[src/core/adc_chsel_defs.svh]
// Constants for the converter channel selection block
`ifndef ADC_CHSEL_DEFS_SVH
`define ADC_CHSEL_DEFS_SVH
`define CHSEL_OFF_MODE_ZERO 4'h0
`define CHSEL_OFF_MODE_ONE 4'h4
`define CHSEL_OFF_STATUS 4'h8
`define CHSEL_OFF_PRIORITY 4'hc
`define CHSEL_BIT_SWEEP 0
`define CHSEL_BIT_START 1
`define CHSEL_SEL_LSB 0
`define CHSEL_LEN_LSB 4
`define CHSEL_LAST_CHANNEL 4'h3
`define CHSEL_SLOTS_LEN0 4'h4
`define CHSEL_SLOTS_LEN1 4'h8
`define CHSEL_SLOTS_LEN2 4'hc
`define CHSEL_CONV_CYCLES 6'h20
`endif

[src/core/adc_chsel_pkg.sv]
// Types for the converter channel selection block
package adc_chsel_pkg;
    typedef logic [3:0] reg_addr_t;
    typedef logic [31:0] reg_data_t;
    typedef logic [1:0] channel_t;
    typedef enum logic [2:0] {
        ST_IDLE = 3'b001,
        ST_CONV = 3'b010,
        ST_NEXT = 3'b100
    } sweep_state_t;
endpackage

[src/core/adc_channel_select.sv]
// Channel selection and sweep sequencing for the 10-bit converter
//
// The implementer's own choices: the strobed register port and the register offsets.
`timescale 1ns/1ps
`include "adc_chsel_defs.svh"
module adc_channel_select (
    input wire logic clk,
    input wire logic sys_rst,
    input wire adc_chsel_pkg::reg_addr_t bus_addr,
    input wire adc_chsel_pkg::reg_data_t bus_wdata,
    input wire logic bus_write,
    input wire logic bus_read,
    output adc_chsel_pkg::reg_data_t bus_rdata,
    output logic [3:0] source_select,
    output logic conv_start,
    input wire logic conv_done,
    input wire logic [9:0] conv_result,
    output logic busy,
    output logic [3:0] slot_index,
    output logic [9:0] slot_result,
    output logic slot_write
);
    import adc_chsel_pkg::*;

    logic sweep_reg;
    logic [1:0] len_reg;
    logic [3:0] sel_reg;
    sweep_state_t state_reg;
    channel_t chan_reg;
    logic [3:0] slot_reg;
    logic [3:0] slot_total;
    logic [3:0] select_next;
    logic valid_sel;
    logic start_req;
    logic start_sweep;
    logic [5:0] wait_cnt;
    reg_data_t rdata_next;

    // Write decode; the start bit is a software trigger only
    assign start_req = bus_write && bus_addr == `CHSEL_OFF_MODE_ZERO && bus_wdata[`CHSEL_BIT_START];
    assign valid_sel = sel_reg <= `CHSEL_LAST_CHANNEL;
    // Mode of the start write itself; the stored sweep bit only follows one edge later
    assign start_sweep = bus_wdata[`CHSEL_BIT_SWEEP];

    always_comb begin
        case (len_reg)
            2'b00: slot_total = `CHSEL_SLOTS_LEN0;
            2'b01: slot_total = `CHSEL_SLOTS_LEN1;
            2'b10: slot_total = `CHSEL_SLOTS_LEN2;
            default: slot_total = 4'h0; // Reserved length: a sweep start is refused, a fixed run still converts once
        endcase
    end

    always_ff @(posedge clk) begin
        if (sys_rst) begin
            sweep_reg <= 1'b0;
            len_reg <= 2'b00;
            sel_reg <= 4'h0;
        end else if (bus_write && state_reg == ST_IDLE) begin
            if (bus_addr == `CHSEL_OFF_MODE_ZERO)
                sweep_reg <= bus_wdata[`CHSEL_BIT_SWEEP];
            if (bus_addr == `CHSEL_OFF_MODE_ONE) begin
                sel_reg <= bus_wdata[`CHSEL_SEL_LSB +: 4];
                len_reg <= bus_wdata[`CHSEL_LEN_LSB +: 2];
            end
        end
    end

    // Sequencer: single conversion or cyclic sweep over the slots
    always_ff @(posedge clk) begin
        if (sys_rst) begin
            state_reg <= ST_IDLE;
            chan_reg <= 2'b00;
            slot_reg <= 4'h0;
            wait_cnt <= 6'h00;
        end else begin
            case (state_reg)
                ST_IDLE: begin
                    wait_cnt <= 6'h00;
                    if (start_req && valid_sel && (!start_sweep || slot_total != 4'h0)) begin
                        state_reg <= ST_CONV;
                        slot_reg <= 4'h0;
                        chan_reg <= start_sweep ? 2'b00 : sel_reg[1:0];
                    end
                end
                ST_CONV: begin
                    wait_cnt <= wait_cnt + 6'h01;
                    if (conv_done || wait_cnt == `CHSEL_CONV_CYCLES)
                        state_reg <= ST_NEXT;
                end
                ST_NEXT: begin
                    wait_cnt <= 6'h00;
                    if (!sweep_reg || slot_reg + 4'h1 == slot_total) begin
                        state_reg <= ST_IDLE;
                    end else begin
                        state_reg <= ST_CONV;
                        slot_reg <= slot_reg + 4'h1;
                        chan_reg <= ({2'b00, chan_reg} == sel_reg) ? 2'b00 : chan_reg + 2'b01;
                    end
                end
                default: state_reg <= ST_IDLE;
            endcase
        end
    end

    // One-hot source select; only four sources exist
    always_comb begin
        select_next = 4'h0;
        if (state_reg != ST_IDLE)
            select_next[chan_reg] = 1'b1;
    end

    always_ff @(posedge clk) begin
        if (sys_rst) begin
            source_select <= 4'h0;
            slot_result <= 10'h000;
            slot_index <= 4'h0;
            slot_write <= 1'b0;
        end else begin
            source_select <= select_next;
            slot_write <= state_reg == ST_CONV && conv_done;
            if (state_reg == ST_CONV && conv_done) begin
                slot_result <= conv_result;
                slot_index <= slot_reg;
            end
        end
    end

    assign conv_start = state_reg == ST_CONV && wait_cnt == 6'h00;
    assign busy = state_reg != ST_IDLE;

    // Priority-conversion offset reads zero and ignores writes
    always_comb begin
        rdata_next = 32'h0000_0000;
        case (bus_addr)
            `CHSEL_OFF_MODE_ZERO: rdata_next = {30'h0, busy, sweep_reg};
            `CHSEL_OFF_MODE_ONE: rdata_next = {26'h0, len_reg, sel_reg};
            `CHSEL_OFF_STATUS: rdata_next = {22'h0, slot_reg, chan_reg, 1'b0, busy, 2'b00};
            `CHSEL_OFF_PRIORITY: rdata_next = 32'h0000_0000;
            default: rdata_next = 32'h0000_0000;
        endcase
    end

    always_ff @(posedge clk) begin
        if (sys_rst)
            bus_rdata <= 32'h0000_0000;
        else if (bus_read)
            bus_rdata <= rdata_next;
        else
            bus_rdata <= 32'h0000_0000;
    end

    a_select_onehot: assert property (@(posedge clk) disable iff (sys_rst)
        $onehot0(source_select)) else $error("source select not one-hot");
    a_fixed_channel: assert property (@(posedge clk) disable iff (sys_rst)
        (busy && !sweep_reg) |-> chan_reg == sel_reg[1:0]) else $error("fixed channel wrong");
    a_sweep_range: assert property (@(posedge clk) disable iff (sys_rst)
        (busy && sweep_reg) |-> {2'b00, chan_reg} <= sel_reg) else $error("sweep left range");
    a_sweep_wrap: assert property (@(posedge clk) disable iff (sys_rst)
        (state_reg == ST_NEXT && sweep_reg && {2'b00, chan_reg} == sel_reg && slot_reg + 4'h1 != slot_total)
        |=> chan_reg == 2'b00) else $error("sweep did not wrap");
    a_slot_bound: assert property (@(posedge clk) disable iff (sys_rst)
        busy |-> slot_reg < slot_total || !sweep_reg) else $error("slot past total");
    a_select_follow: assert property (@(posedge clk) disable iff (sys_rst)
        busy |=> source_select == (4'h1 << $past(chan_reg))) else $error("select lags channel");
    a_bad_sel_idle: assert property (@(posedge clk) disable iff (sys_rst)
        (state_reg == ST_IDLE && !valid_sel) |=> state_reg == ST_IDLE) else $error("bad selector started");
    a_start_only_sw: assert property (@(posedge clk) disable iff (sys_rst)
        (state_reg == ST_IDLE && !start_req) |=> state_reg == ST_IDLE) else $error("start without write");

    // Sequencing and register checks
    a_idle_select_zero: assert property (@(posedge clk) disable iff (sys_rst)
        !busy |=> source_select == 4'h0) else $error("select active while idle");
    a_start_pulse_once: assert property (@(posedge clk) disable iff (sys_rst)
        conv_start |=> !conv_start) else $error("start pulse too long");
    a_slot_in_range: assert property (@(posedge clk) disable iff (sys_rst)
        (slot_write && sweep_reg) |-> slot_index < slot_total) else $error("slot index past total");
    a_fixed_one_slot: assert property (@(posedge clk) disable iff (sys_rst)
        (slot_write && !sweep_reg) |-> slot_index == 4'h0) else $error("fixed run used later slot");
    a_fixed_run_ends: assert property (@(posedge clk) disable iff (sys_rst)
        (state_reg == ST_NEXT && !sweep_reg) |=> state_reg == ST_IDLE) else $error("fixed run did not end");
    a_sweep_last_ends: assert property (@(posedge clk) disable iff (sys_rst)
        (state_reg == ST_NEXT && sweep_reg && slot_reg + 4'h1 == slot_total) |=> !busy) else $error("sweep overran");
    a_sweep_slot_step: assert property (@(posedge clk) disable iff (sys_rst)
        (state_reg == ST_NEXT && sweep_reg && slot_reg + 4'h1 != slot_total)
        |=> slot_reg == $past(slot_reg) + 4'h1) else $error("slot did not advance");
    a_sweep_chan_step: assert property (@(posedge clk) disable iff (sys_rst)
        (state_reg == ST_NEXT && sweep_reg && {2'b00, chan_reg} != sel_reg && slot_reg + 4'h1 != slot_total)
        |=> chan_reg == $past(chan_reg) + 2'b01) else $error("channel did not advance");
    a_conv_timeout: assert property (@(posedge clk) disable iff (sys_rst)
        (state_reg == ST_CONV && wait_cnt == `CHSEL_CONV_CYCLES) |=> state_reg == ST_NEXT) else $error("timeout missed");
    a_config_hold: assert property (@(posedge clk) disable iff (sys_rst)
        busy |=> $stable(sel_reg) && $stable(len_reg) && $stable(sweep_reg)) else $error("config changed while busy");
    a_sweep_from_zero: assert property (@(posedge clk) disable iff (sys_rst)
        ($rose(busy) && sweep_reg) |-> chan_reg == 2'b00) else $error("sweep did not start at zero");
    a_first_conv_start: assert property (@(posedge clk) disable iff (sys_rst)
        $rose(busy) |-> conv_start) else $error("no start on first slot");
    a_reserved_len_idle: assert property (@(posedge clk) disable iff (sys_rst)
        (state_reg == ST_IDLE && start_req && bus_wdata[`CHSEL_BIT_SWEEP] && len_reg == 2'b11)
        |=> state_reg == ST_IDLE) else $error("reserved length started");
    a_priority_zero: assert property (@(posedge clk) disable iff (sys_rst)
        (bus_read && bus_addr == `CHSEL_OFF_PRIORITY) |=> bus_rdata == 32'h0000_0000) else $error("priority not zero");
    a_rdata_quiet: assert property (@(posedge clk) disable iff (sys_rst)
        !bus_read |=> bus_rdata == 32'h0000_0000) else $error("read data outside read cycle");
    a_mode_readback: assert property (@(posedge clk) disable iff (sys_rst)
        (bus_read && bus_addr == `CHSEL_OFF_MODE_ONE) |=> bus_rdata == {26'h0, $past(len_reg), $past(sel_reg)})
        else $error("mode word readback wrong");
    a_result_capture: assert property (@(posedge clk) disable iff (sys_rst)
        (state_reg == ST_CONV && conv_done) |=> slot_write && slot_result == $past(conv_result)) else $error("result lost");

    // Scenario covers
    c_fixed: cover property (@(posedge clk) disable iff (sys_rst) slot_write && !sweep_reg);
    c_sweep12: cover property (@(posedge clk) disable iff (sys_rst) slot_write && slot_index == 4'hb);
    c_wrap: cover property (@(posedge clk) disable iff (sys_rst) busy && sweep_reg && chan_reg == 2'b00 && slot_reg != 4'h0);
    c_timeout: cover property (@(posedge clk) disable iff (sys_rst) state_reg == ST_CONV && wait_cnt == `CHSEL_CONV_CYCLES);
    c_refused: cover property (@(posedge clk) disable iff (sys_rst) state_reg == ST_IDLE && start_req && !valid_sel);
endmodule // adc_channel_select

[config.mk]
export PLATFORM = sky130hd
export DESIGN_NAME = adc_channel_select
export DESIGN_NICKNAME = d
export VERILOG_FILES = /design/src/core/adc_chsel_pkg.sv /design/src/core/adc_channel_select.sv
export VERILOG_INCLUDE_DIRS = /design/src /design/src/core
export SDC_FILE = /design/constraint.sdc
export NUM_CORES = 1
export LEC_CHECK = 0
export BUFFER_PORTS_ARGS = -buffer_cell sky130_fd_sc_hd__buf_2
export CAP_MARGIN = 5
export CORE_MARGIN = 3
export CORE_UTILIZATION = 25
export CTS_BUF_LIST = sky130_fd_sc_hd__clkbuf_4
export CTS_CLUSTER_DIAMETER = 50
export DETAILED_ROUTE_END_ITERATION = 16
export PLACE_DENSITY = 0.52
export SLEW_MARGIN = 40
export SYNTH_ARGS = -nofsm -noshare
export SYNTH_HDL_FRONTEND = slang
export SYNTH_SLANG_ARGS = --single-unit
[constraint.sdc]
create_clock -name clk -period 2.2 [get_ports clk]
set_clock_uncertainty 0.1 [all_clocks]
set_input_delay 0.11 -clock clk [delete_from_list [all_inputs] [get_ports clk]]
set_output_delay 0.11 -clock clk [all_outputs]
set_load 0.03 [all_outputs]
# Yosys cells after proc, flatten, opt, wreduce, memory -nomap -nowiden
# Index checks and enable logic that the tools add are counted.
dict set report classes {
  add_sub_neg 3
  magnitude_cmp 3
  eq_ne 14
  muxes 17
  n_bitwise 2
  reduce_logical 26
}
# operator count
set op_table {}
lappend op_table {{$pmux W10 S3} 1}
lappend op_table {{$pmux W4 S3} 1}
lappend op_table {{$pmux W6 S2} 1}
lappend op_table {{$mux W2} 5}
lappend op_table {{$pmux W3 S3} 1}
lappend op_table {{$logic_and A1 B1 Y1} 8}
lappend op_table {{$mux W4} 2}
lappend op_table {{$pmux W4 S2} 1}
lappend op_table {{$add A6 B1 Y6 const B} 1}
lappend op_table {{$eq A6 B6 Y1 const B} 1}
lappend op_table {{$logic_not A6 Y1} 1}
lappend op_table {{$mux W3} 2}
lappend op_table {{$reduce_and A2 Y1} 3}
lappend op_table {{$reduce_or A2 Y1} 3}
lappend op_table {{$add A4 B1 Y4 const B} 1}
lappend op_table {{$eq A2 B4 Y1} 1}
lappend op_table {{$eq A4 B3 Y1 const B} 1}
lappend op_table {{$eq A4 B4 Y1} 1}
lappend op_table {{$eq A4 B4 Y1 const B} 1}
lappend op_table {{$le A4 B2 Y1 const B} 1}
lappend op_table {{$logic_not A4 Y1} 1}
lappend op_table {{$ne A2 B2 Y1 const B} 2}
lappend op_table {{$pmux W2 S2} 1}
lappend op_table {{$reduce_bool A2 Y1} 2}
lappend op_table {{18 further kinds} 22}
dict set report word_totals {
  register_bits 73
  input_bits 51
  out_inout_bits 53
  word_cells 77
}

# Depth between registers and ports, before layout
dict set report depth {
  ltp_word 7
  ltp_mapped 7
  ltp_nobuf 7
}

# Worst setup path after synthesis
# OpenSTA, ideal clock, no wires.
dict set report synth_timing {
  path_type {reg2out}
  startpoint {reg wait_cnt[0]}
  endpoint {out conv_start}
  arrival_ns 1.763
  required_time_ns 1.990
  setup_slack_ns 0.227
  path_stages_with_launch 5
  n_path_buf 0
  path_cell_list {dfxtp_1 > inv_1 > ha_1 > or4b_2 > nor3_1}
}
dict set report synth_via {
  elab_chain_len 2
}
# item line
set synth_rtl {}
lappend synth_rtl {{start: declaration} adc_channel_select.sv:36} ;# logic [5:0] wait_cnt;
lappend synth_rtl {{start signal: assignment} adc_channel_select.sv:87} ;# wait_cnt <= wait_cnt + 6'h01;
lappend synth_rtl {{$logic_not A6 Y1} adc_channel_select.sv:129} ;# assign conv_start = state_reg == ST_CONV && wait_cnt == 6'h00;
lappend synth_rtl {{$logic_and A1 B1 Y1} adc_channel_select.sv:129}
lappend synth_rtl {{end: declaration} adc_channel_select.sv:15} ;# output logic conv_start,
# No other way between the ends.

# Final worst setup path
dict set report layout_timing {
  startpoint {reg len_reg[1]}
  endpoint {reg chan_reg[1]}
}
dict set report layout_via {
  elab_chain_len 7
  elab_cells_between_ends 12
  cone_classes {5 x eq/ne; 1 x mux; 6 x reduce/logical}
}
# item line
set layout_rtl {}
lappend layout_rtl {{start: declaration} adc_channel_select.sv:26} ;# logic [1:0] len_reg;
lappend layout_rtl {{start signal: assignment} adc_channel_select.sv:64} ;# len_reg <= bus_wdata[`CHSEL_LEN_LSB +: 2];
lappend layout_rtl {{$eq A2 B2 Y1 (tied with other cells)} adc_channel_select.sv:46} ;# case (len_reg)
lappend layout_rtl {{$pmux W4 S3 (*)} adc_channel_select.sv:46}
lappend layout_rtl {{$reduce_bool A4 Y1} adc_channel_select.sv:80} ;# if (start_req && valid_sel && (!start_sweep || slot_total != 4'h0)) begin
lappend layout_rtl {{$logic_or A1 B1 Y1} adc_channel_select.sv:80}
lappend layout_rtl {{$logic_and A1 B1 Y1} adc_channel_select.sv:80}
lappend layout_rtl {{$ne A2 B1 Y1 (no line)} -}
lappend layout_rtl {{$reduce_and A3 Y1 (no line) (*)} -}
lappend layout_rtl {{end signal: assignment} adc_channel_select.sv:83} ;# chan_reg <= start_sweep ? 2'b00 : sel_reg[1:0];
lappend layout_rtl {{end signal: assignment} adc_channel_select.sv:98} ;# chan_reg <= ({2'b00, chan_reg} == sel_reg) ? 2'b00 : chan_reg + 2'b01;
lappend layout_rtl {{end: declaration} adc_channel_select.sv:29} ;# channel_t chan_reg;
# Every way passes the cells marked *; elsewhere a longest branch is shown, timed or not.
# A chain may end at the register's enable or synchronous reset.

==> metrics.txt <==
# TYPE chip_impl_metric gauge
chip_impl_metric{name="buffer_and_inverter_count_on_the_worst_path",unit=""} 1
chip_impl_metric{name="gp_routability_congestion",unit=""} 0.7862
chip_impl_metric{name="chipWidth",unit="µm"} 104.4
chip_impl_metric{name="achievable-frequency",unit="GHz"} 0.4809
chip_impl_info{name="crit_path_top_delay_cell",value="sky130_fd_sc_hd__dfxtp_1"} 1
chip_impl_metric{name="core_area",unit="µm²"} 9328
chip_impl_metric{name="power.density",unit="nW/µm²"} 563.6
chip_impl_metric{name="cts-root-to-sink-buffers",unit=""} 2
chip_impl_info{name="post-synth-top-area-cell",value="sky130_fd_sc_hd__dfxtp_1"} 1
chip_impl_metric{name="max_capacitance_violation_count",unit=""} 0
chip_impl_metric{name="syn_area_cell",unit="µm²"} 8.620
chip_impl_metric{name="post_synth_inst_count",unit=""} 281
chip_impl_metric{name="hold_viol",unit=""} 0
chip_impl_metric{name="via_per_inst",unit=""} 4.203
chip_impl_metric{name="floorplan.die_area",unit="µm²"} 10910
chip_impl_metric{name="ys_ff_latch",unit=""} 51
chip_impl_info{name="synth_most_common_cell",value="sky130_fd_sc_hd__dfxtp_1"} 1
chip_impl_metric{name="clock_insertion_delay_worst_skew",unit="ps"} 370
chip_impl_metric{name="grt_usage",unit="%"} 10.47
chip_impl_metric{name="synth_edf_count",unit=""} 0
chip_impl_metric{name="int_pwr",unit="W"} 0.001344
chip_impl_metric{name="sequential_to_total_area_share_from_yosys_stat",unit="%"} 42.15
chip_impl_info{name="most_common_flop_cell_mapped_by_yosys",value="sky130_fd_sc_hd__dfxtp_1"} 1
chip_impl_metric{name="synth-warning-count",unit=""} 0
chip_impl_metric{name="global_route_wire_length_before_repair",unit="µm"} 9404
chip_impl_metric{name="firstDrtPassIters",unit=""} 4
chip_impl_info{name="outcome",value="complete, no violations"} 1
chip_impl_metric{name="detailedPlacementHpwl",unit="µm"} 4172
chip_impl_metric{name="multiInputGateArea",unit="µm²"} 1227
chip_impl_metric{name="timing_worst_slew_pin_value",unit="ps"} 522.6
chip_impl_metric{name="clock_power_share",unit="%"} 38.3
chip_impl_metric{name="htree_num_levels",unit=""} 2
chip_impl_metric{name="share_comb_of_total_power",unit="%"} 8.3
chip_impl_metric{name="grt_start_max_net_pins",unit=""} 36
chip_impl_info{name="worst-setup-path-type",value="flip-flop to flip-flop"} 1
chip_impl_info{name="setup.worst_path.end_class",value="flip-flop"} 1
chip_impl_metric{name="worstPathArrival",unit="ps"} 2240
chip_impl_metric{name="antenna_diode_count",unit=""} 0
chip_impl_metric{name="power.switching_fraction",unit="%"} 22.65
chip_impl_metric{name="cellLeakagePower",unit="nW"} 1.374
chip_impl_metric{name="portBuffers",unit=""} 55
chip_impl_metric{name="max_slew_margin",unit="%"} 65.07
chip_impl_metric{name="detailedRoute.firstIterationViolations",unit=""} 71
chip_impl_metric{name="min_period",unit="ps"} 2079
chip_impl_metric{name="yosysUniqueCellTypes",unit=""} 48
chip_impl_metric{name="layout.nets",unit=""} 419
chip_impl_info{name="worstPathCellList",value="inv_1 > ha_1 > xor2_1 > xnor2_1 > and3b_4 > or2_4 > a31o_1"} 1
chip_impl_metric{name="worst_path_largest_cell_delay",unit="ps"} 430
chip_impl_metric{name="worst_setup_hold_path_clk_slew",unit="ps"} 140
chip_impl_info{name="synthTopCellsByArea",value="sky130_fd_sc_hd__dfxtp_1, sky130_fd_sc_hd__buf_4, sky130_fd_sc_hd__nand2_1"} 1
chip_impl_metric{name="fp.dieH",unit="µm"} 104.4
chip_impl_metric{name="routed_wl",unit="µm"} 5549
chip_impl_info{name="cts_tree",value="yes"} 1
chip_impl_metric{name="grt.overflow.total",unit=""} 0
chip_impl_metric{name="synth_area",unit="µm²"} 2422
chip_impl_metric{name="number_of_global_route_vias_before_repair",unit=""} 1949
chip_impl_metric{name="groute.layer.met1.usage",unit="%"} 12.67
chip_impl_metric{name="initial_util",unit="%"} 25.97
chip_impl_metric{name="final_max_tran_viols",unit=""} 0
chip_impl_metric{name="layout_worst_path_cycle_share",unit="%"} 94.51
chip_impl_metric{name="final-seq-area",unit="µm²"} 1023
chip_impl_metric{name="drive_above_1_share",unit="%"} 23.12
chip_impl_metric{name="synth-async-reset-ratio",unit="%"} 0
chip_impl_info{name="gr-max-usage-layer",value="met2"} 1
chip_impl_metric{name="report.final.setup_viol",unit=""} 0
chip_impl_metric{name="final_antenna_net_count",unit=""} 0
chip_impl_metric{name="remaining_drc_errors",unit=""} 0
chip_impl_info{name="rsz0062_at_grt",value="no"} 1
chip_impl_metric{name="net-switching-power",unit="W"} 0.0003936
chip_impl_info{name="worst_path_dominant_cell_family",value="simple AND/OR/NAND/NOR gates"} 1
chip_impl_metric{name="filler_cell_count",unit=""} 984
chip_impl_metric{name="detail_route.wl_per_cell",unit="µm"} 11.37
chip_impl_metric{name="sequentialPowerShare",unit="%"} 53.4
chip_impl_metric{name="post_layout_nonfiller_instances",unit=""} 488
chip_impl_metric{name="antenna_violations_before_repair",unit=""} 0
chip_impl_metric{name="groute.layer.met2.usage",unit="%"} 18.13
chip_impl_metric{name="crit_path_max_fanout",unit=""} 5
chip_impl_metric{name="numClockSinks",unit=""} 51
chip_impl_metric{name="synth_top_area_share",unit="%"} 42.15
chip_impl_metric{name="ir_drop",unit="mV"} 0.2459
chip_impl_metric{name="cts_buffers",unit=""} 5
chip_impl_info{name="yosys-top-cells-count",value="sky130_fd_sc_hd__dfxtp_1, sky130_fd_sc_hd__nand2_1, sky130_fd_sc_hd__nor2_1"} 1
chip_impl_metric{name="placementRows",unit=""} 35
chip_impl_info{name="clock-root-buffer",value="sky130_fd_sc_hd__clkbuf_4"} 1
chip_impl_metric{name="grt_use_met3",unit="%"} 2.917
chip_impl_metric{name="placed_cells_incl_taps",unit=""} 461
chip_impl_info{name="worstSetupStartpointType",value="flip-flop"} 1
chip_impl_info{name="worst_hold_path_type",value="primary input to flip-flop"} 1
chip_impl_metric{name="vias",unit=""} 2051
chip_impl_metric{name="io_pins",unit=""} 104
chip_impl_metric{name="areaGrowthSynthToFinish",unit="%"} 27.27
chip_impl_info{name="largest_registers",value="bus_rdata: 10 flops, slot_result: 10 flops, wait_cnt: 6 flops"} 1
chip_impl_metric{name="worstPathRequired",unit="ps"} 2360
chip_impl_metric{name="totalNegativeSetupSlack",unit="ps"} 0
-- stage by stage --
| stage | total power, W | util, % | instance area [µm²] | setup WS [ps] | hold WS (ps) |
|---|---|---|---|---|---|
| floorplan | 0.001062 | - | 2501 | 227.3 | 86.70 |
| global placement | 0.001066 | 29.78 | 2778 | 183.6 | 241.6 |
| detailed placement | 0.001067 | 29.78 | 2778 | 168.4 | 254.6 |
| CTS | 0.001767 | 32.94 | 3073 | 26.49 | 23.75 |
| global route | 0.001811 | 33.05 | 3083 | 8.405 | 46.17 |
| finish | 0.001738 | 33.05 | 3083 | 120.7 | 40.52 |
-- worst register-to-register path: stages, from the launching register on --
cell and delay (ps):
sky130_fd_sc_hd__dfxtp_1 430, sky130_fd_sc_hd__inv_1 60, sky130_fd_sc_hd__ha_1 330, sky130_fd_sc_hd__xor2_1 190, sky130_fd_sc_hd__xnor2_1 150, sky130_fd_sc_hd__and3b_4 230, sky130_fd_sc_hd__or2_4 260, sky130_fd_sc_hd__a31o_1 220
-- cells by family after synthesis --
group                    count (synthesis)  synth area share, %
AO/OA/AOI/OAI                           42                10.59
XOR/XNOR                                 7                2.531
adder cells (fa/ha/maj)                 10                5.165
buffers and inverters                   44                10.64
flip-flops                              51                42.15
multiplexers                             9                3.771
other                                    1               0.1548
AND/OR/NAND/NOR                        117                25.00
-- power groups by stage --
stage | sequential (W) | combinational [W] | clock [W]
after floorplan | 0.000948 | 0.000113 | 0
after global placement | 0.000949 | 0.000117 | 0
after detailed placement | 0.000949 | 0.000119 | 0
after CTS | 0.000929 | 0.000144 | 0.000695
after global routing | 0.000930 | 0.000157 | 0.000725
final | 0.000929 | 0.000144 | 0.000665
-- cell usage in the layout, fill, tap and decap left out, drive strengths merged, types with 7 or more instances in the layout --
cell,synthesis,final
a21oi,21,21
buf,24,62
conb,1,22
dfxtp,51,51
dlygate4sd3,0,19
ha,10,10
inv,12,12
mux2i,8,8
nand2,39,39
nor2,24,24
nor3,7,7
-- timing repair --
item | CTS | global route
endpoints found under the setup margin | 0 | 1
hold buffers | 19 | 0
setup buffers | 0 | 0
gates resized for setup | 0 | 5
hold endpoints to repair | 22 | 0
-- layout make-up --
cell class,instances,share of cell area [%]
inverters,12,1.461
well taps,129,5.235
clock buffers,6,1.461
repair buffers,81,16.88
flip-flops and latches,51,33.20
clock inverters,2,1.948
multi-input cells,207,39.81
-- path summary, 6_finish.rpt --
path,slack (ps),startpoint,cells past startpoint,to
setup / recovery,120,len_reg[1],7,chan_reg[1]
hold / removal,40,bus_addr[2],3,bus_rdata[0]
hold reg to reg,360,slot_result[2],2,slot_result[2]
setup reg to reg,120,len_reg[1],7,chan_reg[1]
-- layer usage --
layer,part of all wire (%),vias up
li1,-,1068
met1,45,925
met2,48,53
met3,5.6,5
met4,1.3,0
met5,0,-
No activity file was read; power rests on OpenSTA's default activity.
